`src/include/term_map_pkg.sv`:
```
// shared constants, register map and carriers for the terminal function map
package term_map_pkg;

    localparam int unsigned ADDR_W = 12;

    // register byte offsets
    localparam logic [11:0] OFS_IN_ASSIGN  = 12'h000;
    localparam logic [11:0] OFS_OUT_CFG    = 12'h004;
    localparam logic [11:0] OFS_ADD_OFFSET = 12'h008;
    localparam logic [11:0] OFS_SRC_SEL    = 12'h00C;
    localparam logic [11:0] OFS_STATUS     = 12'h010;
    localparam logic [11:0] OFS_CORE_IN    = 12'h014;

    // input option codes
    localparam logic [7:0] CODE_ADD_FREQ   = 8'h32;  // 50
    localparam logic [7:0] CODE_FORCE_TERM = 8'h33;  // 51
    localparam logic [7:0] CODE_READY      = 8'h34;  // 52
    localparam logic [7:0] CODE_SECOND_MTR = 8'h35;  // 53
    localparam logic [7:0] CODE_SAFE_STOP  = 8'h40;  // 64
    localparam logic [7:0] CODE_NONE       = 8'hFF;  // 255

    // output function codes, 12 of them
    localparam int unsigned NUM_OUT_FUNC  = 12;
    localparam logic [3:0]  OFUNC_AT_SPEED = 4'h1;
    localparam logic [3:0]  OFUNC_ALARM    = 4'h5;

    // polarity codes
    localparam logic POL_NORM_OPEN  = 1'b0;
    localparam logic POL_NORM_CLOSE = 1'b1;

    // reset values
    localparam logic [3:0]  RST_OC_FUNC    = OFUNC_AT_SPEED;
    localparam logic [3:0]  RST_RLY_FUNC   = OFUNC_ALARM;
    localparam logic        RST_OC_POL     = POL_NORM_OPEN;
    localparam logic        RST_RLY_POL    = POL_NORM_CLOSE;
    localparam logic [15:0] RST_ADD_OFFSET = 16'h0000;
    localparam logic [7:0]  RST_T3_CODE    = 8'h01;  // speed select bit 0
    localparam logic [7:0]  RST_T4_CODE    = 8'h02;  // speed select bit 1
    localparam logic [7:0]  RST_T5_CODE    = 8'h12;  // trip reset

    // field positions in OUT_CFG
    localparam int unsigned OC_FUNC_LSB  = 0;
    localparam int unsigned OC_POL_BIT   = 4;
    localparam int unsigned RLY_FUNC_LSB = 8;
    localparam int unsigned RLY_POL_BIT  = 12;

    localparam int unsigned NUM_PROG_TERM = 3;  // terminals 3..5

    typedef struct packed {
        logic forwardRun;
        logic reverseRun;
        logic tripReset;
        logic addFreqEn;
        logic forceTerminalSource;
        logic readyPrecharge;
        logic secondMotorSelect;
        logic safeStop;
    } core_ctl_s;

    typedef struct packed {
        logic [3:0] ocFunc;
        logic       ocPol;
        logic [3:0] relayFunc;
        logic       relayPol;
    } out_cfg_s;

endpackage

```
`src/hdl/drive_terminal_function_map.sv`:
```
// terminal function map top: apb registers, input mapping, output selection
//
// Function
// - input code 50 active adds the stored offset to output frequency
// - code 51 active forces frequency and run sources to terminals
// - code 52 active keeps output stage precharged for instant start
// - code 53 selects second motor set, switchable in stop or run
// - safe-stop input, code 64, active shuts off motor output
// - safe-stop not user assignable; assigned by hardware safe-stop switch
// - switch on: t3 safe stop, t4 reset, t5 none; off after: t3 none
// - each output has a 12-way function selector, defaults 01 and 05
// - polarity conversion for both outputs, independently
// - open-collector polarity default 00 normally open; 01 inverts
// - relay polarity same encoding, default 01 normally closed
// - function 01 asserts only at set frequency, not ramping or off
// - function 05 asserts while an uncleared alarm exists
`timescale 1ns/1ps
module drive_terminal_function_map
    import term_map_pkg::*;
(
    input  wire logic                  core_clk,            // 125 MHz clock
    input  wire logic                  nrst,                // async reset, low
    input  wire logic                  psel,                // apb select
    input  wire logic                  penable,             // apb enable
    input  wire logic                  pwrite,              // apb write
    input  wire logic [ADDR_W-1:0]     paddr,               // apb address
    input  wire logic [31:0]           pwdata,              // apb write data
    output logic      [31:0]           prdata,              // apb read data
    output logic                       pready,              // apb ready
    output logic                       pslverr,             // apb error
    input  wire logic [4:0]            terminalIn,          // terminals 1..5, high = on
    input  wire logic                  safe_stop_switch,    // hardware switch
    input  wire logic                  outputRunning,       // motor output on
    input  wire logic                  rampActive,          // accel or decel
    input  wire logic                  alarmActive,         // alarm occurred, uncleared
    input  wire logic [NUM_OUT_FUNC-1:0] otherFuncs,        // other output functions
    output logic      [15:0]           freqOffset,          // offset added to freq
    output logic                       useTerminalSource,   // sources from terminals
    output logic      [1:0]            frequency_source_select, // effective freq source
    output logic      [1:0]            run_source_select,   // effective run source
    output logic                       prechargeHold,       // keep stage charged
    output logic                       second_motor_select, // second parameter set
    output logic                       motorOff,            // shut off motor output
    output logic                       forward_run_input,   // forward run
    output logic                       reverse_run_input,   // reverse run
    output logic                       trip_reset_input,    // trip reset
    output logic                       ocOut,               // open-collector level
    output logic                       relayOut             // alarm relay level
);
    localparam logic [1:0] SRC_TERMINAL = 2'h1;

    logic [7:0]  termCode_ff [NUM_PROG_TERM];
    logic [15:0] add_frequency_offset_ff;
    logic [1:0]  freqSrcCfg_ff;
    logic [1:0]  runSrcCfg_ff;
    out_cfg_s    outCfg_ff;
    logic        switchSeen_ff;
    core_ctl_s   ctl;
    logic [7:0]  effCode [NUM_PROG_TERM];
    logic [NUM_PROG_TERM-1:0] hitAdd, hitForce, hitReady, hitSecond, hitStop;
    logic [NUM_OUT_FUNC-1:0] funcs;
    logic        ocLevel, relayLevel;
    logic        at_speed_flag, alarm_flag;
    logic        wrEn, rdEn, addrOk;
    logic [31:0] nxt_prdata;

    assign wrEn = psel && penable && pwrite;
    assign rdEn = psel && penable && !pwrite;

    // register writes; safe-stop code is refused from software
    // not user assignable
    always_ff @(posedge core_clk or negedge nrst)
    begin
        if (!nrst)
        begin
            termCode_ff[0] <= RST_T3_CODE;
            termCode_ff[1] <= RST_T4_CODE;
            termCode_ff[2] <= RST_T5_CODE;
        end
        else if (wrEn && paddr == OFS_IN_ASSIGN)
        begin
            for (int i = 0; i < NUM_PROG_TERM; i++)
            begin
                if (pwdata[8*i +: 8] != CODE_SAFE_STOP)
                    termCode_ff[i] <= pwdata[8*i +: 8];
            end
        end
    end

    always_ff @(posedge core_clk or negedge nrst)
    begin
        if (!nrst)
        begin
            outCfg_ff.ocFunc    <= RST_OC_FUNC;
            outCfg_ff.ocPol     <= RST_OC_POL;
            outCfg_ff.relayFunc <= RST_RLY_FUNC;
            outCfg_ff.relayPol  <= RST_RLY_POL;
        end
        else if (wrEn && paddr == OFS_OUT_CFG)
        begin
            outCfg_ff.ocFunc    <= pwdata[OC_FUNC_LSB +: 4];
            outCfg_ff.ocPol     <= pwdata[OC_POL_BIT];
            outCfg_ff.relayFunc <= pwdata[RLY_FUNC_LSB +: 4];
            outCfg_ff.relayPol  <= pwdata[RLY_POL_BIT];
        end
    end

    always_ff @(posedge core_clk or negedge nrst)
    begin
        if (!nrst)
            add_frequency_offset_ff <= RST_ADD_OFFSET;
        else if (wrEn && paddr == OFS_ADD_OFFSET)
            add_frequency_offset_ff <= pwdata[15:0];
    end

    always_ff @(posedge core_clk or negedge nrst)
    begin
        if (!nrst)
        begin
            freqSrcCfg_ff <= 2'h0;
            runSrcCfg_ff  <= 2'h0;
        end
        else if (wrEn && paddr == OFS_SRC_SEL)
        begin
            freqSrcCfg_ff <= pwdata[1:0];
            runSrcCfg_ff  <= pwdata[9:8];
        end
    end

    // remembers that the switch was on, so t3 stays unused afterwards
    // switch-on history
    always_ff @(posedge core_clk or negedge nrst)
    begin
        if (!nrst)
            switchSeen_ff <= 1'b0;
        else if (safe_stop_switch)
            switchSeen_ff <= 1'b1;
    end

    always_comb
    begin
        effCode[0] = termCode_ff[0];
        effCode[1] = termCode_ff[1];
        effCode[2] = termCode_ff[2];
        if (safe_stop_switch)
        begin
            effCode[0] = CODE_SAFE_STOP;
            effCode[1] = RST_T5_CODE;
            effCode[2] = CODE_NONE;
        end
        else if (switchSeen_ff)
        begin
            effCode[0] = CODE_NONE;
            effCode[1] = RST_T5_CODE;
            effCode[2] = CODE_NONE;
        end
    end

    genvar g;
    generate
        for (g = 0; g < NUM_PROG_TERM; g++)
        begin : gTerm
            // safe stop is a 1b contact: open contact means stop
            input_decode uDec (
                .code      (effCode[g]),
                .active    ((safe_stop_switch && g == 0) ? !terminalIn[2] : terminalIn[g+2]),
                .addFreq   (hitAdd[g]),
                .forceTerm (hitForce[g]),
                .ready     (hitReady[g]),
                .secondMtr (hitSecond[g]),
                .safeStop  (hitStop[g])
            );
        end
    endgenerate

    // trip reset comes from whichever terminal holds that code
    always_comb
    begin
        ctl.forwardRun          = terminalIn[0];
        ctl.reverseRun          = terminalIn[1];
        ctl.tripReset           = 1'b0;
        for (int i = 0; i < NUM_PROG_TERM; i++)
        begin
            if (effCode[i] == RST_T5_CODE && terminalIn[i+2])
                ctl.tripReset = 1'b1;
        end
        ctl.addFreqEn           = |hitAdd;
        ctl.forceTerminalSource = |hitForce;
        ctl.readyPrecharge      = |hitReady;
        ctl.secondMotorSelect   = |hitSecond;
        ctl.safeStop            = |hitStop;
    end

    always_comb
    begin
        at_speed_flag = outputRunning && !rampActive;
        alarm_flag    = alarmActive;
        funcs         = otherFuncs;
        funcs[OFUNC_AT_SPEED] = at_speed_flag;
        funcs[OFUNC_ALARM]    = alarm_flag;
    end

    output_select uOcSel (
        .funcs (funcs),
        .sel   (outCfg_ff.ocFunc),
        .pol   (outCfg_ff.ocPol),
        .level (ocLevel)
    );

    output_select uRlySel (
        .funcs (funcs),
        .sel   (outCfg_ff.relayFunc),
        .pol   (outCfg_ff.relayPol),
        .level (relayLevel)
    );

    // registered core-facing outputs
    always_ff @(posedge core_clk or negedge nrst)
    begin
        if (!nrst)
        begin
            freqOffset              <= 16'h0000;
            useTerminalSource       <= 1'b0;
            frequency_source_select <= 2'h0;
            run_source_select       <= 2'h0;
            prechargeHold           <= 1'b0;
            second_motor_select     <= 1'b0;
            motorOff                <= 1'b1;
            forward_run_input       <= 1'b0;
            reverse_run_input       <= 1'b0;
            trip_reset_input        <= 1'b0;
            ocOut                   <= 1'b1;
            relayOut                <= 1'b1;
        end
        else
        begin
            freqOffset <= ctl.addFreqEn ? add_frequency_offset_ff : 16'h0000;
            useTerminalSource       <= ctl.forceTerminalSource;
            frequency_source_select <= ctl.forceTerminalSource ? SRC_TERMINAL : freqSrcCfg_ff;
            run_source_select       <= ctl.forceTerminalSource ? SRC_TERMINAL : runSrcCfg_ff;
            prechargeHold           <= ctl.readyPrecharge;
            second_motor_select     <= ctl.secondMotorSelect;
            motorOff                <= ctl.safeStop;
            forward_run_input       <= ctl.forwardRun;
            reverse_run_input       <= ctl.reverseRun;
            trip_reset_input        <= ctl.tripReset;
            ocOut                   <= ocLevel;
            relayOut                <= relayLevel;
        end
    end

    // apb read mux; no wait states
    always_comb
    begin
        addrOk     = 1'b1;
        nxt_prdata = 32'h0000_0000;
        case (paddr)
            OFS_IN_ASSIGN:  nxt_prdata = {8'h00, effCode[2], effCode[1], effCode[0]};
            OFS_OUT_CFG:    nxt_prdata = {19'h0, outCfg_ff.relayPol, outCfg_ff.relayFunc,
                                          3'h0, outCfg_ff.ocPol, outCfg_ff.ocFunc};
            OFS_ADD_OFFSET: nxt_prdata = {16'h0000, add_frequency_offset_ff};
            OFS_SRC_SEL:    nxt_prdata = {22'h0, runSrcCfg_ff, 6'h0, freqSrcCfg_ff};
            OFS_STATUS:     nxt_prdata = {24'h0, switchSeen_ff, safe_stop_switch,
                                          relayOut, ocOut, motorOff, second_motor_select,
                                          prechargeHold, useTerminalSource};
            OFS_CORE_IN:    nxt_prdata = {27'h0, terminalIn};
            default:        addrOk = 1'b0;
        endcase
    end

    always_ff @(posedge core_clk or negedge nrst)
    begin
        if (!nrst)
        begin
            prdata  <= 32'h0000_0000;
            pready  <= 1'b0;
            pslverr <= 1'b0;
        end
        else
        begin
            pready  <= psel && !penable;
            pslverr <= psel && !penable && !addrOk;
            prdata  <= (psel && !penable && !pwrite) ? nxt_prdata : prdata;
        end
    end

    logic unusedRd;
    assign unusedRd = rdEn;
endmodule

```
`src/hdl/input_decode.sv`:
```
// decodes one programmable input terminal into function hits
`timescale 1ns/1ps
module input_decode
    import term_map_pkg::*;
(
    input  wire logic [7:0] code,       // assigned option code
    input  wire logic       active,     // terminal level, high = on
    output logic            addFreq,    // code 50 hit
    output logic            forceTerm,  // code 51 hit
    output logic            ready,      // code 52 hit
    output logic            secondMtr,  // code 53 hit
    output logic            safeStop    // code 64 hit
);
    always_comb
    begin
        addFreq   = active && (code == CODE_ADD_FREQ);
        forceTerm = active && (code == CODE_FORCE_TERM);
        ready     = active && (code == CODE_READY);
        secondMtr = active && (code == CODE_SECOND_MTR);
        safeStop  = active && (code == CODE_SAFE_STOP);
    end
endmodule

```
`src/hdl/output_select.sv`:
```
// picks one output function and applies the polarity conversion
`timescale 1ns/1ps
module output_select
    import term_map_pkg::*;
(
    input  wire logic [NUM_OUT_FUNC-1:0] funcs,   // logical state of each function
    input  wire logic [3:0]              sel,     // function selector
    input  wire logic                    pol,     // polarity selector
    output logic                         level    // driven level
);
    logic chosen;

    always_comb
    begin
        // out-of-range selector reads as inactive
        chosen = (sel < 4'(NUM_OUT_FUNC)) ? funcs[sel] : 1'b0;
        level  = (pol == POL_NORM_CLOSE) ? chosen : ~chosen;
    end
endmodule

```
`config.mk`:
```
export PLATFORM = sky130hd
export DESIGN_NAME = drive_terminal_function_map
export DESIGN_NICKNAME = d
export VERILOG_FILES = /design/src/include/term_map_pkg.sv /design/src/hdl/drive_terminal_function_map.sv /design/src/hdl/input_decode.sv /design/src/hdl/output_select.sv
export SDC_FILE = /design/constraint.sdc
export NUM_CORES = 1
export LEC_CHECK = 0
export BUFFER_PORTS_ARGS = -buffer_cell sky130_fd_sc_hd__buf_4
export CORE_UTILIZATION = 40
export CTS_BUF_LIST = sky130_fd_sc_hd__clkbuf_2
export CTS_CLUSTER_SIZE = 40
export DETAILED_ROUTE_END_ITERATION = 10
export GPL_TIMING_DRIVEN = 0
export PLACE_DENSITY = 0.67
export SKIP_LAST_GASP = 1
export SYNTH_ARGS = -nofsm -noshare
export SYNTH_HDL_FRONTEND = slang
export SYNTH_SLANG_ARGS = --single-unit
```
`constraint.sdc`:
```
create_clock -name core_clk -period 4.1 [get_ports core_clk]
set_input_delay 0.82 -clock core_clk [delete_from_list [all_inputs] [get_ports core_clk]]
set_output_delay 0.82 -clock core_clk [all_outputs]
set_load 0.01 [all_outputs]
```
==> results of run 1 <==
==> per-layer routing <==
| metal | global-route usage, % | part of all wire, % | vias to the layer above |
|---|---|---|---|
| li1 | - | - | 1905 |
| met1 | 32.1 | 43 | 2089 |
| met2 | 35.3 | 47 | 210 |
| met3 | 4.00 | 7.8 | 22 |
| met4 | 7.86 | 1.7 | 0 |
| met5 | 0 | 0 | - |
==> power by group through the flow <==
stage	clock network (uW)	logic [uW]	registers, uW
2_1_floorplan	0	51.6	1120
3_3_place_gp	0	160	1120
3_5_place_dp	0	163	1120
4_1_cts	440	163	1100
5_1_grt	489	183	1110
6_report	437	168	1100
==> path summary, 6_finish.rpt <==
check | startpoint | to | slack [ps] | cells after the start
hold / removal | terminalIn[0] | forward_run_input | 300 | 1
min in group asynchronous | nrst | termCode_ff[3] | 550 | 2
setup / recovery | switchSeen_ff | freqOffset[8] | 1430 | 7
max in group asynchronous | nrst | outCfg_ff[3] | 2830 | 3
hold reg to reg | outCfg_ff[5] | ocOut | 480 | 1
setup reg to reg | switchSeen_ff | freqOffset[8] | 1430 | 7
==> sequential cells by signal (all words and copies together) (netlist names), 2 cells and up <==
register,flops
frequency_source_select,2
run_source_select,2
freqOffset,16
add_frequency_offset_ff,16
freqSrcCfg_ff,2
runSrcCfg_ff,2
prdata,24
outCfg_ff,10
termCode_ff,24
==> what timing repair did <==
action | 4_1_cts | 5_1_grt
endpoints found under the setup margin | 0 | 0
setup buffers | 0 | 0
hold buffers | 0 | 1
endpoints found under the hold margin | 0 | 15
==> area by class of cell <==
type                    instances  share of cell area, %
flip-flops and latches        110                   42.9
multi-input cells             317                   35.8
repair buffers                115                   13.8
well taps                     172                   3.34
plain buffers                  24                   2.21
clock buffers                   9                  0.698
clock inverters                 7                  0.640
inverters                      10                  0.582
diodes                          1                 0.0388
==> logic make-up after synthesis <==
kind of cell / synth area share (%)
flip-flops: 52.9
buffers and inverters: 3.44
AO/OA/AOI/OAI: 9.73
XOR/XNOR: 0.502
AND/OR/NAND/NOR: 18.2
multiplexers: 15.2
other: 0.0717
==> worst max-delay path: stages (launching register included) <==
cell and delay (ps):
dfrtp_1 520, nor2_2 400, inv_1 170, a31oi_1 240, o32ai_1 150, a31oi_1 690, buf_2 350, nor2b_1 60
==> cell usage in the layout (no fill, tap or decap), types with 4 or more instances in the layout <==
| master | count |
|---|---|
| a32oi_1 | 5 |
| mux2_4 | 10 |
| o221ai_1 | 4 |
| nor4_1 | 7 |
| buf_2 | 5 |
| dfrtp_1 | 99 |
| nand2_1 | 50 |
| inv_1 | 10 |
| nor4b_1 | 5 |
| nand3_1 | 13 |
| dfstp_2 | 11 |
| nor2b_1 | 20 |
| mux2_2 | 39 |
| a22o_1 | 4 |
| clkbuf_2 | 9 |
| o21ai_0 | 22 |
| mux2i_1 | 7 |
| buf_4 | 120 |
| clkbuf_1 | 10 |
| nor3_1 | 12 |
| mux4_2 | 6 |
| nor2_1 | 25 |
| conb_1 | 8 |
| o31ai_1 | 5 |
| nand4_1 | 6 |
| a21oi_1 | 13 |
==> per-stage QoR <==
step / area [sq um] / setup WS, ps / hold slack (ps) / util (%)
2_1_floorplan: 5260 / 1610 / 412 / -
3_3_place_gp: 6320 / 997 / 422 / 49.9
3_5_place_dp: 6320 / 972 / 430 / 49.9
4_1_cts: 6410 / 1420 / 302 / 50.6
5_1_grt: 6450 / 1160 / 289 / 50.9
6_report: 6450 / 1430 / 304 / 50.9
==> impl_metrics.ini, run 1 <==
[outcome]
outcome = completed

[sta]
report.final.setup_viol = 0
fin_tns_setup_ps = 0
max_slew.worst_pin.slew_ps = 907
period_minus_slack_ps = 2670
clock_skew_ps = 27.8
rsz0062_at_grt = no
clock.fmax_ghz = 0.375
maxSlewHeadroom_pct = 39.3
timing.final.hold_violations = 0
post_route_fraction_of_the_period_consumed_by_the_critical_path_pct = 65.1
timing_max_transition_violations_final = 0

[grt]
track_usage_pct = 22.7
grt_pass1_wl_um = 22700
gr-total-overflow = 0
grt_antenna_before_repair = 1
grt_max_degree = 111
grt_pass1_vias = 4086

[power]
power.density_mw_per_mm2 = 265
switching_share_pct = 27.0
p_clk_share_pct = 25.6
seq_pwr_share_pct = 64.6
leak_pwr_uw = 0.00296
switchingPower_uw = 461
max-vdd-ir-drop_mv = 0.131
power.share.combinational_pct = 9.8
int_pwr_uw = 1250
power_uw = 1710

[yosys]
netlist.area_leader.share_pct = 47.3
yosysTopAreaCell = dfrtp_1
post_synth_main_area_contributors = dfrtp_1 47%, mux2_2 8.4%, dfstp_2 5.5%
flops_latches_synth = 110
mappedNetlistArea_sq_mm = 0.00523
synthArstFlopShare_pct = 100
yosysMostFrequentCell = dfrtp_1
post_synth.cell_area_avg_sq_um = 11.5
synth.distinct_cells = 60
synth_warnings = 0
ys_seq_area_share_pct = 52.9
synth_edf_count = 0
synth_commonest_cells = 99 x dfrtp_1, 50 x nand2_1, 39 x mux2_2, 25 x nor2_1, 22 x o21ai_0
ys_dominant_reg_cell = dfrtp_1
synthesis.instances = 454

[setup_path]
arrival_time_of_data_at_the_critical_path_endpoint_ps = 3210
crit_type = flop to flop
critPathLaunchType = flop
worst-path-max-fanout = 10
endpoint_kind = flop
worst-endpoint-required_ps = 4640

[cells_and_area]
area_growth_syn_to_layout_pct = 23.3
area_of_the_multi_input_gates_sq_mm = 0.00231
fillerInstances = 1175
total_area_of_sequential_cells_sq_mm = 0.00277
stdcell_count = 765
num-nets-final = 657
drive_gt1_share_pct = 37.5

[clock_network]
clkTransAtPathRegs_ps = 270
cts_max_path_buffers = 2
number_of_h_tree_levels = 3
number_of_clock_sinks_seen_by_cts = 110
clk_root_buffer_cell = clkbuf_2
postCtsResizedCells = 0
clkLatencyLatePin_ps = 630
cts_buffers = 9
tritoncts = done

[drt]
dr.first_iter.drc_count = 504
wl_per_instance_um = 19.0
vias = 4226
drcViolationCount = 0
detailedRoute.firstPassIterationCount = 6
route.detailed.vias_per_inst = 5.52
ant_nets = 0
totalWireLength_um = 14500

[floorplanning]
placement_rows = 41
ioPinCount = 133
die_height_um = 116
chipWidth_um = 116
floorplan.core_area_sq_mm = 0.0127
die-area_sq_mm = 0.0135
initial_core_util_pct = 41.3

[placed_design]
gpl.final_weighted_congestion = 0.919
dp.cells = 746
number_of_buffers_inserted_by_port_buffering = 113
dp_hpwl_um = 10900

[flow_run]
drv_cap = 0

[worst_hold_path]
holdCritPathClass = input port to flop
Note: power is estimated with default switching activity, not from simulation.
==> inputs of run 2 (changes only) <==
==> constraint.sdc (replaced) <==
create_clock -name core_clk -period 2.5 [get_ports core_clk]
set_input_delay 0.5 -clock core_clk [delete_from_list [all_inputs] [get_ports core_clk]]
set_output_delay 0.5 -clock core_clk [all_outputs]
set_load 0.01 [all_outputs]
==> run 2 against run 1 <==
  * First-iteration DRC count decreased by 7.7%
  * Sequential share of layout area decreased by 0.21 points
  * Final cell count increased by 0.26%
  * Clock power increased by 64%
  * Total power increased by 64%
  * Global-route usage about the same
  * Final area increased by 0.48%
  * Non-clock buffer count increased by 2
  * Combinational power increased by 65%
  * Critical path depth unchanged
  * Die area unchanged
==> impl_metrics.ini, run 2 (synthesized netlist as in run 1, its figures left out) <==
[outcome]
outcome = completed

[drt]
drcViolationCount = 0
wl_per_instance_um = 18.9
totalWireLength_um = 14500
vias = 4227
ant_nets = 0
route.detailed.vias_per_inst = 5.51
dr.first_iter.drc_count = 465
detailedRoute.firstPassIterationCount = 5

[placed_design]
gpl.final_weighted_congestion = 0.919
number_of_buffers_inserted_by_port_buffering = 113
preCtsSetupSlack_ps = -308
place_area_sq_mm = 0.00632
dp_hpwl_um = 10900

[power]
power.density_mw_per_mm2 = 432
leak_pwr_uw = 0.00297
max-vdd-ir-drop_mv = 0.213

[setup_path]
worst-path-max-fanout = 10
worst-endpoint-required_ps = 3040
endpoint_kind = flop
arrival_time_of_data_at_the_critical_path_endpoint_ps = 2830
critPathLaunchType = flop
crit_type = flop to flop

[sta]
fin_tns_setup_ps = 0
period_minus_slack_ps = 2290
post_route_fraction_of_the_period_consumed_by_the_critical_path_pct = 91.7
max_slew.worst_pin.slew_ps = 697
clock_skew_ps = 21.5
timing.final.hold_violations = 0
timing_max_transition_violations_final = 0
rsz0062_at_grt = no
hold-worst-slack_ps = 107
report.final.setup_viol = 0
clock.fmax_ghz = 0.436
post-route-worst-setup-slack_ps = 207
maxSlewHeadroom_pct = 53.6

[cells_and_area]
num-nets-final = 659
area_growth_syn_to_layout_pct = 23.9
fillerInstances = 1173
reg_top3 = prdata x24, termCode_ff x24
total_area_of_sequential_cells_sq_mm = 0.00277
mostFrequentLayoutCells = 120 x buf_4, 99 x dfrtp_1, 50 x nand2_1
drive_gt1_share_pct = 37.5
layout.cells.most_common = buf_4
area_of_the_multi_input_gates_sq_mm = 0.00232
stdcell_area_sq_mm = 0.00648

[floorplanning]
die-area_sq_mm = 0.0135
chipWidth_um = 116
initial_core_util_pct = 41.3
die_height_um = 116
floorplan.core_area_sq_mm = 0.0127
ioPinCount = 133
placement_rows = 41

[grt]
track_usage_pct = 22.8
grt_antenna_before_repair = 1
grt_pass1_vias = 4117
grt_pass1_wl_um = 22700
gr-total-overflow = 0
grt_max_degree = 111

[clock_network]
cts_max_path_buffers = 2
clkLatencyLatePin_ps = 610
number_of_h_tree_levels = 3
tritoncts = done
cts_buffers = 9
clkTransAtPathRegs_ps = 290
number_of_clock_sinks_seen_by_cts = 110
clk_root_buffer_cell = clkbuf_2

[worst_hold_path]
holdCritPathClass = input port to flop

[flow_run]
drv_cap = 0
==> run 2: per-stage QoR <==
stage | power [uW] | std cells | util [%]
floorplan | 1930 | 461 | -
CTS | 2800 | 764 | 50.8
global placement | 2100 | 746 | 49.9
global route | 2920 | 767 | 51.2
detailed placement | 2100 | 746 | 49.9
finish | 2800 | 767 | 51.2
==> run 2: what timing repair did <==
action	in CTS	in global routing
hold endpoints to repair	2	16
setup buffers	0	0
resized for setup	1	1
hold buffers	2	1
setup endpoints to repair	10	12
==> run 2: worst max-delay path: stages (launching register included) <==
cell and delay [ps]:
dfrtp_1 540, nor2_4 270, inv_1 140, a31oi_1 230, o32ai_1 160, a31oi_2 500, buf_2 310, nor2b_1 70
==> run 2: metal layers <==
metal  wire (um)  vias to the layer above  share of wire, %  track usage (%)
li1            -                     1911                 -                -
met1        6280                     2093                43             31.9
met2        6910                      199                48             35.3
met3        1000                       24               6.9             4.10
met4         290                        0               2.0             8.38
met5           0                        -                 0                0
==> run 2: where the power goes <==
| part | switching [uW] | total, uW | internal (uW) |
|---|---|---|---|
| clock network | 593 | 715 | 122 |
| logic | 153 | 278 | 126 |
| registers | 10.1 | 1810 | 1800 |
| total | 755 | 2800 | 2050 |
==> run 2: layout make-up <==
class,instances,share of cell area [%]
inverter,10,0.579
multi-input combinational,317,35.8
sequential,110,42.7
buffer,24,2.20
tap,172,3.32
clock buffer,9,0.695
antenna,1,0.0386
timing repair buffer,117,14.0
clock inverter,7,0.637
==> run 2: path summary, 6_finish.rpt <==
path	from	endpoint	slack (ps)	depth (start not counted)
min in group asynchronous	nrst	termCode_ff[3]	230	2
worst max register to register	switchSeen_ff	freqOffset[5]	210	7
worst min-delay path	pwdata[3]	outCfg_ff[9]	110	3
worst max-delay path	switchSeen_ff	freqOffset[5]	210	7
worst min register to register	outCfg_ff[5]	ocOut	470	1
max in group asynchronous	nrst	motorOff	1540	3
